--- config.mk ---
export PLATFORM = sky130hd
export DESIGN_NAME = program_sequencer_return_stack
export DESIGN_NICKNAME = d
export VERILOG_FILES = /design/src/shared/prog_seq_pkg.sv /design/src/design/return_stack_mem.sv /design/src/design/program_sequencer_return_stack.sv
export SDC_FILE = /design/constraint.sdc
export NUM_CORES = 1
export LEC_CHECK = 0
export BUFFER_PORTS_ARGS = -buffer_cell sky130_fd_sc_hd__buf_2
export CAP_MARGIN = 5
export CORE_MARGIN = 5
export CORE_UTILIZATION = 55
export CTS_CLUSTER_DIAMETER = 200
export DETAILED_ROUTE_END_ITERATION = 6
export GPL_ROUTABILITY_DRIVEN = 1
export PLACE_DENSITY = 0.83
export SLEW_MARGIN = 20
export SYNTH_ARGS = -nofsm -noshare
export SYNTH_HDL_FRONTEND = slang
export SYNTH_HIERARCHICAL = 1
export SYNTH_SLANG_ARGS = --single-unit
--- constraint.sdc ---
create_clock -name clk -period 3.1 [get_ports clk]
set_input_delay 0.155 -clock clk [delete_from_list [all_inputs] [get_ports clk]]
set_output_delay 0.155 -clock clk [all_outputs]
set_load 0.05 [all_outputs]
--- src/shared/prog_seq_pkg.sv ---
package prog_seq_pkg;

    localparam int PcWidth = 13;
    localparam int PageLsb = 11;
    localparam int OperandWidth = 11;
    localparam int SlotWidth = 16;
    localparam int SlotCount = 9;
    localparam int IndexWidth = 4;
    localparam int SlotBits = 13;

    localparam logic [PcWidth-1:0] PcResetValue = 13'h0000;
    localparam logic [PcWidth-1:0] PcStep = 13'h0001;
    localparam logic [PcWidth-1:0] ProgramLastAddr = 13'h1EFB;
    localparam logic [IndexWidth-1:0] IndexResetValue = 4'h9;
    localparam logic [IndexWidth-1:0] IndexStep = 4'h1;
    localparam logic [IndexWidth-1:0] IndexLastSlot = 4'h8;
    localparam logic [3:0] ReturnStackIndexAddr = 4'h1;
    localparam logic [1:0] PageZero = 2'h0;
    localparam logic [2:0] SlotPadZero = 3'h0;

    // Interrupt vectors, highest priority first.
    localparam logic [PcWidth-1:0] VecExtIrq0 = 13'h0006;
    localparam logic [PcWidth-1:0] VecExtIrq1 = 13'h0005;
    localparam logic [PcWidth-1:0] VecTimer12 = 13'h0004;
    localparam logic [PcWidth-1:0] VecBasicTimer = 13'h0003;
    localparam logic [PcWidth-1:0] VecSerial0 = 13'h0002;
    localparam logic [PcWidth-1:0] VecFreqCount = 13'h0001;
    localparam int IrqSources = 6;

    typedef enum logic [3:0] {
        OpNext = 4'h0,
        OpJumpDirect = 4'h1,
        OpJumpIndirect = 4'h2,
        OpCallDirect = 4'h3,
        OpCallIndirect = 4'h4,
        OpTableFetch = 4'h5,
        OpSubExit = 4'h6,
        OpExitSkip = 4'h7,
        OpIrqExit = 4'h8,
        OpPush = 4'h9,
        OpPop = 4'hA,
        OpIrqEntry = 4'hB,
        OpHold = 4'hC
    } seq_op_e;

    typedef enum logic [0:0] {
        TfIdle = 1'b0,
        TfRestore = 1'b1
    } table_state_e;

endpackage : prog_seq_pkg

--- src/design/return_stack_mem.sv ---
`timescale 1ns/1ps
module return_stack_mem
    import prog_seq_pkg::*;
(
    // Clock
    input wire logic clk,
    // Write side
    input wire logic wrEn,
    input wire logic [prog_seq_pkg::IndexWidth-1:0] wrIndex,
    input wire logic [prog_seq_pkg::SlotBits-1:0] wrData,
    // Read side
    input wire logic [prog_seq_pkg::IndexWidth-1:0] rdIndex,
    output logic [prog_seq_pkg::SlotWidth-1:0] rdData
);
    import prog_seq_pkg::*;

    // Only the nine real slots get storage; higher indexes have none.
    logic [SlotBits-1:0] slots [SlotCount];

    always_ff @(posedge clk)
    begin
        if (wrEn && (wrIndex <= IndexLastSlot))
        begin
            slots[wrIndex] <= wrData;
        end
    end

    // Unbacked slots read zero here; software must treat them as undefined.
    always_comb
    begin
        if (rdIndex <= IndexLastSlot)
        begin
            rdData = {SlotPadZero, slots[rdIndex]};
        end
        else
        begin
            rdData = {SlotPadZero, PcResetValue};
        end
    end

endmodule : return_stack_mem

--- src/design/program_sequencer_return_stack.sv ---
`timescale 1ns/1ps
// How it works
// - A 13-bit program counter addresses program memory; its top two bits select page.
// - Direct jump loads operand plus page bits, reaching 0000H to 1FFFH.
// - Indirect jump loads the counter from the address register.
// - Direct call forces page bits zero, so targets lie in 0000H to 07FFH.
// - Indirect call loads the counter from the address register.
// - Table fetch reads any program address, pointed to by the address register.
// - A call or accepted interrupt saves a return address on the stack.
// - Table fetch pushes the return address, then restores the counter from the stack.
// - Interrupt entry loads a fixed vector per source, chosen in priority order.
// - Power-on and chip-enable reset clear the counter to 0000H.
// - Addresses 1EFCH to 1FFFH hold undefined contents; software avoids them.
// - Sixteen stack slots exist by index, but only slots 0 to 8 store.
// - The upper three bits of every stored slot read as zero.
// - A 4-bit stack index selects the slot of the same number.
// - Register instructions read and write the stack index at address 01H.
// - All three resets set the stack index to 1001 binary.
// - Call or interrupt decrements the index, then writes the return address.
// - Return loads the counter from the selected slot, then increments the index.
// - Push decrements then stores address register; pop reads then increments.
// - Index values 09H to 0FH select unbacked slots that read undefined; here they read as zero.
module program_sequencer_return_stack
    import prog_seq_pkg::*;
(
    // Clock and resets
    input wire logic clk,
    input wire logic srst,
    input wire logic clockStopRst,
    input wire logic chipEnableRst,
    // Decoded instruction
    input wire logic opValid,
    input wire logic [3:0] opCode,
    input wire logic [prog_seq_pkg::OperandWidth-1:0] operand,
    input wire logic [1:0] pageSel,
    input wire logic [prog_seq_pkg::SlotBits-1:0] addressReg,
    // Interrupt acceptance, one bit per source, bit 0 highest priority
    input wire logic [prog_seq_pkg::IrqSources-1:0] irqAccept,
    // Register instruction port
    input wire logic regWrite,
    input wire logic regRead,
    input wire logic [3:0] regAddr,
    input wire logic [3:0] regWrData,
    output logic [3:0] regRdData,
    // Program memory side
    output logic [prog_seq_pkg::PcWidth-1:0] instrPointer,
    output logic tableFetchStrobe,
    output logic [prog_seq_pkg::PcWidth-1:0] tableFetchAddr,
    output logic popValid,
    output logic [prog_seq_pkg::SlotBits-1:0] popData,
    output logic outOfRange
);
    import prog_seq_pkg::*;

    typedef struct packed {
        logic [PcWidth-1:0] pc;
        logic [IndexWidth-1:0] idx;
        table_state_e tf;
        logic tfStrobe;
        logic [PcWidth-1:0] tfAddr;
        logic popV;
        logic [SlotBits-1:0] popD;
        logic [3:0] rd;
        logic oor;
    } seq_state_s;

    seq_state_s state_q;
    seq_state_s state_d;
    logic stkWrEn;
    logic [IndexWidth-1:0] stkWrIndex;
    logic [SlotBits-1:0] stkWrData;
    logic [SlotWidth-1:0] stkRdData;
    logic [IndexWidth-1:0] idxDec;
    logic [PcWidth-1:0] pcInc;
    logic [PcWidth-1:0] irqVector;
    seq_op_e op;

    assign op = seq_op_e'(opCode);
    assign idxDec = state_q.idx - IndexStep;
    assign pcInc = state_q.pc + PcStep;

    // Reads of the stack use the current index; writes use the decremented one.
    return_stack_mem stack
    (
        .clk(clk),
        .wrEn(stkWrEn),
        .wrIndex(stkWrIndex),
        .wrData(stkWrData),
        .rdIndex(state_q.idx),
        .rdData(stkRdData)
    );

    always_comb
    begin
        irqVector = VecFreqCount;
        if (irqAccept[0])
        begin
            irqVector = VecExtIrq0;
        end
        else if (irqAccept[1])
        begin
            irqVector = VecExtIrq1;
        end
        else if (irqAccept[2])
        begin
            irqVector = VecTimer12;
        end
        else if (irqAccept[3])
        begin
            irqVector = VecBasicTimer;
        end
        else if (irqAccept[4])
        begin
            irqVector = VecSerial0;
        end
    end

    always_comb
    begin
        state_d = state_q;
        state_d.tfStrobe = 1'b0;
        state_d.popV = 1'b0;
        stkWrEn = 1'b0;
        stkWrIndex = idxDec;
        stkWrData = pcInc;
        if (state_q.tf == TfRestore)
        begin
            // Second half of a table fetch: return to the saved address.
            state_d.pc = stkRdData[PcWidth-1:0];
            state_d.idx = state_q.idx + IndexStep;
            state_d.tf = TfIdle;
        end
        else if (|irqAccept)
        begin
            // Interrupt entry saves the address of the instruction not yet run.
            stkWrEn = 1'b1;
            stkWrData = state_q.pc;
            state_d.idx = idxDec;
            state_d.pc = irqVector;
        end
        else if (opValid)
        begin
            unique case (op)
                OpJumpDirect:
                    state_d.pc = {pageSel, operand};
                OpJumpIndirect:
                    state_d.pc = addressReg;
                OpCallDirect:
                begin
                    stkWrEn = 1'b1;
                    state_d.idx = idxDec;
                    state_d.pc = {PageZero, operand};
                end
                OpCallIndirect:
                begin
                    stkWrEn = 1'b1;
                    state_d.idx = idxDec;
                    state_d.pc = addressReg;
                end
                OpTableFetch:
                begin
                    stkWrEn = 1'b1;
                    state_d.idx = idxDec;
                    state_d.tfStrobe = 1'b1;
                    state_d.tfAddr = addressReg;
                    state_d.tf = TfRestore;
                end
                OpSubExit, OpExitSkip, OpIrqExit:
                begin
                    state_d.pc = stkRdData[PcWidth-1:0];
                    state_d.idx = state_q.idx + IndexStep;
                end
                OpPush:
                begin
                    stkWrEn = 1'b1;
                    stkWrData = addressReg;
                    state_d.idx = idxDec;
                    state_d.pc = pcInc;
                end
                OpPop:
                begin
                    state_d.popV = 1'b1;
                    state_d.popD = stkRdData[SlotBits-1:0];
                    state_d.idx = state_q.idx + IndexStep;
                    state_d.pc = pcInc;
                end
                OpHold:
                    state_d.pc = state_q.pc;
                OpNext:
                    state_d.pc = pcInc;
                default:
                    state_d.pc = pcInc;
            endcase
        end
        if (regWrite && (regAddr == ReturnStackIndexAddr) && (state_q.tf == TfIdle)
            && !(|irqAccept))
        begin
            state_d.idx = regWrData;
        end
        if (regRead && (regAddr == ReturnStackIndexAddr))
        begin
            state_d.rd = state_q.idx;
        end
        else if (regRead)
        begin
            state_d.rd = 4'h0;
        end
        // Flags a counter that strays beyond the end of program memory.
        state_d.oor = (state_d.pc > ProgramLastAddr);
    end

    always_ff @(posedge clk)
    begin
        if (srst || chipEnableRst)
        begin
            state_q <= '0;
            state_q.pc <= PcResetValue;
            state_q.idx <= IndexResetValue;
            state_q.tf <= TfIdle;
        end
        else if (clockStopRst)
        begin
            // Clock-stop reset leaves the counter alone but resets the index.
            state_q <= state_d;
            state_q.idx <= IndexResetValue;
            state_q.tf <= TfIdle;
        end
        else
        begin
            state_q <= state_d;
        end
    end

    assign instrPointer = state_q.pc;
    assign tableFetchStrobe = state_q.tfStrobe;
    assign tableFetchAddr = state_q.tfAddr;
    assign popValid = state_q.popV;
    assign popData = state_q.popD;
    assign regRdData = state_q.rd;
    assign outOfRange = state_q.oor;

    reset_clears_pc_a: assert property (@(posedge clk)
        (srst || chipEnableRst) |=> (instrPointer == PcResetValue))
        else $error("Counter not cleared by reset.");

    reset_index_a: assert property (@(posedge clk)
        (srst || chipEnableRst || clockStopRst) |=> (state_q.idx == IndexResetValue))
        else $error("Stack index not set to nine by reset.");

    call_page_zero_a: assert property (@(posedge clk) disable iff (srst)
        (opValid && op == OpCallDirect && state_q.tf == TfIdle && !(|irqAccept)
            && !chipEnableRst)
        |=> (instrPointer[PcWidth-1:PageLsb] == PageZero))
        else $error("Direct call left page bits set.");

    call_push_a: assert property (@(posedge clk) disable iff (srst)
        (opValid && op == OpCallIndirect && state_q.tf == TfIdle && !(|irqAccept)
            && !regWrite && !chipEnableRst && !clockStopRst)
        |=> (state_q.idx == $past(idxDec)))
        else $error("Call did not decrement the stack index.");

    irq_vector_a: assert property (@(posedge clk) disable iff (srst)
        (irqAccept[0] && state_q.tf == TfIdle && !chipEnableRst)
        |=> (instrPointer == VecExtIrq0))
        else $error("External pin interrupt vector wrong.");

    return_restore_a: assert property (@(posedge clk) disable iff (srst)
        (opValid && op == OpSubExit && state_q.tf == TfIdle && !(|irqAccept)
            && !chipEnableRst)
        |=> (instrPointer == $past(stkRdData[PcWidth-1:0])))
        else $error("Return did not restore the counter.");

    table_round_a: assert property (@(posedge clk) disable iff (srst)
        (opValid && op == OpTableFetch && state_q.tf == TfIdle && !(|irqAccept)
            && !regWrite && !chipEnableRst && !clockStopRst)
        |=> tableFetchStrobe ##1 (instrPointer == $past(state_q.pc, 2) + PcStep))
        else $error("Table fetch did not return past itself.");

    step_next_a: assert property (@(posedge clk) disable iff (srst)
        (opValid && op == OpNext && state_q.tf == TfIdle && !(|irqAccept)
            && !chipEnableRst)
        |=> (instrPointer == $past(pcInc)))
        else $error("Counter did not advance by one.");

    irq_priority_a: assert property (@(posedge clk) disable iff (srst)
        (irqAccept[2] && !irqAccept[1] && !irqAccept[0] && state_q.tf == TfIdle
            && !chipEnableRst)
        |=> (instrPointer == VecTimer12))
        else $error("Timer interrupt vector or priority wrong.");

    irq_push_a: assert property (@(posedge clk) disable iff (srst)
        ((|irqAccept) && state_q.tf == TfIdle && !chipEnableRst && !clockStopRst)
        |=> (state_q.idx == $past(idxDec)))
        else $error("Interrupt entry did not decrement the stack index.");

    index_write_a: assert property (@(posedge clk) disable iff (srst)
        (regWrite && regAddr == ReturnStackIndexAddr && state_q.tf == TfIdle
            && !(|irqAccept) && !chipEnableRst && !clockStopRst)
        |=> (state_q.idx == $past(regWrData)))
        else $error("Register write did not load the stack index.");

    range_flag_a: assert property (@(posedge clk) disable iff (srst)
        outOfRange == (instrPointer > ProgramLastAddr))
        else $error("Range flag disagrees with the counter.");

endmodule : program_sequencer_return_stack

==> impl_metrics.env <==
export IMPL_synthCells=752
export IMPL_syn_area_sq_um=8450
export IMPL_die_area_sq_um=17900
export IMPL_nNetsFinal=884
export IMPL_crit_arrival_ns=3.31
export IMPL_gp_congestion=1.01
export IMPL_switching_share_pct=23.6
export IMPL_post_cts_buffers=0
export IMPL_final_hold_viol_count=0
export IMPL_fin_util_pct=63.4
export IMPL_setup_viol=0
export IMPL_drive_above_1_share_pct=24.8
export IMPL_critPathKind="reg -> reg"
export IMPL_clock_path_buffers=2
export IMPL_cts_sinks=168
export IMPL_die_h_um=134
export IMPL_fin_area_sq_um=9610
export IMPL_timing_fmax_ghz=0.336
export IMPL_ant_nets=0
export IMPL_hp_start="addressReg[5]"
export IMPL_slew_violations=0
export IMPL_yosysWarnings=6
export IMPL_post_place_cells=988
export IMPL_path_clk_slew_ns=0.07
export IMPL_grt_usage_pct=25.4
export IMPL_clockPowerShare_pct=42.6
export IMPL_power_switching_uw=1130
export IMPL_leakage_uw=0.00371
export IMPL_die_width_um=134
export IMPL_wl_per_cell_um=21.7
export IMPL_final_common_cell="edfxtp_1"
export IMPL_areaGrowthSynthToFinish_pct=13.7
export IMPL_portBuffers=96
export IMPL_final_period_utilization_pct=96.1
export IMPL_final_cell_mix="117 x edfxtp_1, 96 x buf_2, 88 x nand2_1"
export IMPL_grt_pass1_vias=6171
export IMPL_cellPowerDensity_nw_per_um2=500
export IMPL_antenna_found_initial=0
export IMPL_drt_wl_total_mm=22.4
export IMPL_path_max_fanout=18
export IMPL_rr_endpoint="outOfRange"
export IMPL_synth_avg_cell_area_sq_um=11.2
export IMPL_placed_area_sq_um=8920
export IMPL_clock_latency_ns=0.43
export IMPL_core_area_sq_um=15100
export IMPL_rows=45
export IMPL_pin_count=97
export IMPL_num_antenna_cells=0
export IMPL_dp_hpwl_mm=15.4
export IMPL_seqPwrFrac_pct=50.7
export IMPL_r2r_start="state_q[34]"
export IMPL_whs_path_depth=3
export IMPL_syn_nets=806
export IMPL_htree_levels=4
export IMPL_startpoint_type="flop"
export IMPL_cts_repair_resized=0
export IMPL_r2r_slack_ns=0.12
export IMPL_cp_end_kind="flop"
export IMPL_drc=0
export IMPL_hold_ws_ns=0.0196
export IMPL_cts_root_buf="clkbuf_16"
export IMPL_status="complete, no violations"
export IMPL_tritoncts="built"
export IMPL_dr_pass1_iters=5
export IMPL_internal_power_uw=3670
export IMPL_drtIter0Drc=908
export IMPL_avgViaCountPerCell=6.27
export IMPL_ir_worst_vdd_uv=548
export IMPL_start_util_pct=55.8
export IMPL_hold_end="tableFetchAddr[5]"
export IMPL_rsz0062_at_grt="false"
export IMPL_vias=6469
export IMPL_grt_overflow_total=0
export IMPL_pwr_share_comb_pct=6.7
export IMPL_maxCapViolations=0
export IMPL_clock_skew_ns=0.0141
export IMPL_min_period_ns=2.98
export IMPL_rr_worst_depth=9
export IMPL_stdcell_count=1031
export IMPL_worst_pin_slew_ns=0.766
export IMPL_maxSlewHeadroom_pct=48.9
export IMPL_numCtsBuffers=17
export IMPL_crit_required_ns=3.43
export IMPL_grt_first_pass_wirelength_mm=35.0
export IMPL_setup_tns_final_ns=0
export IMPL_grt_max_degree=34
export IMPL_ctsHoldBuffers=11
export IMPL_hold_class="in -> reg"
-- power groups by stage --
stage	registers (uW)	logic (uW)	clock network, uW
after floorplan	2480	197	0
after global placement	2480	300	0
after detailed placement	2480	303	0
after CTS	2440	315	2070
after global routing	2440	343	2180
final	2440	323	2050
-- through the flow --
stage	total power, uW	setup slack (ns)
2_1_floorplan	2670	0.229
3_3_place_gp	2780	0.343
3_5_place_dp	2790	0.208
4_1_cts	4820	0.148
5_1_grt	4960	0.0213
6_report	4810	0.121
-- registers in the layout, indices dropped and copies added, names as in the netlist --
name              flops
popValid              1
outOfRange            1
stack/slots         117
regRdData             4
state_q               5
tableFetchAddr       13
instrPointer         13
tableFetchStrobe      1
popData              13
-- layout make-up --
cell class | count | area (sq um)
flip-flops and latches | 168 | 4540
clock buffers | 18 | 429
inverters | 12 | 45.0
clock inverters | 14 | 138
multi-input cells | 480 | 3270
fillers | 1163 | 5540
well taps | 188 | 235
repair buffers | 151 | 958
-- routing by layer --
layer | vias up | track usage, % | share of wire [%] | wire length, um
li1 | 2924 | - | - | -
met1 | 3073 | 34.5 | 41 | 9090
met2 | 404 | 40.1 | 46 | 10400
met3 | 68 | 5.89 | 10 | 2270
met4 | 0 | 9.43 | 3.1 | 702
met5 | - | 0 | 0 | 0
-- worst max path at each step --
stage,endpoint,slack (ns),start,cells after the start
floorplan,stack/slots[0][0],0.23,opCode[2],9
global placement,outOfRange,0.34,state_q[34],11
detailed placement,outOfRange,0.21,state_q[34],9
CTS,outOfRange,0.15,state_q[34],9
global route,outOfRange,0.02,state_q[34],9
finish,outOfRange,0.12,state_q[34],9
-- worst max-delay path, cell delays in order, from the launching register on --
cell	delay [ns]
dfxtp_2	0.70
buf_12	0.25
mux4_1	0.58
nor2b_1	0.18
o31ai_1	0.17
a22oi_2	0.18
a221oi_1	0.10
a211o_1	0.26
and4b_1	0.21
o2111a_1	0.22
Note: power is estimated with default switching activity, not from simulation.
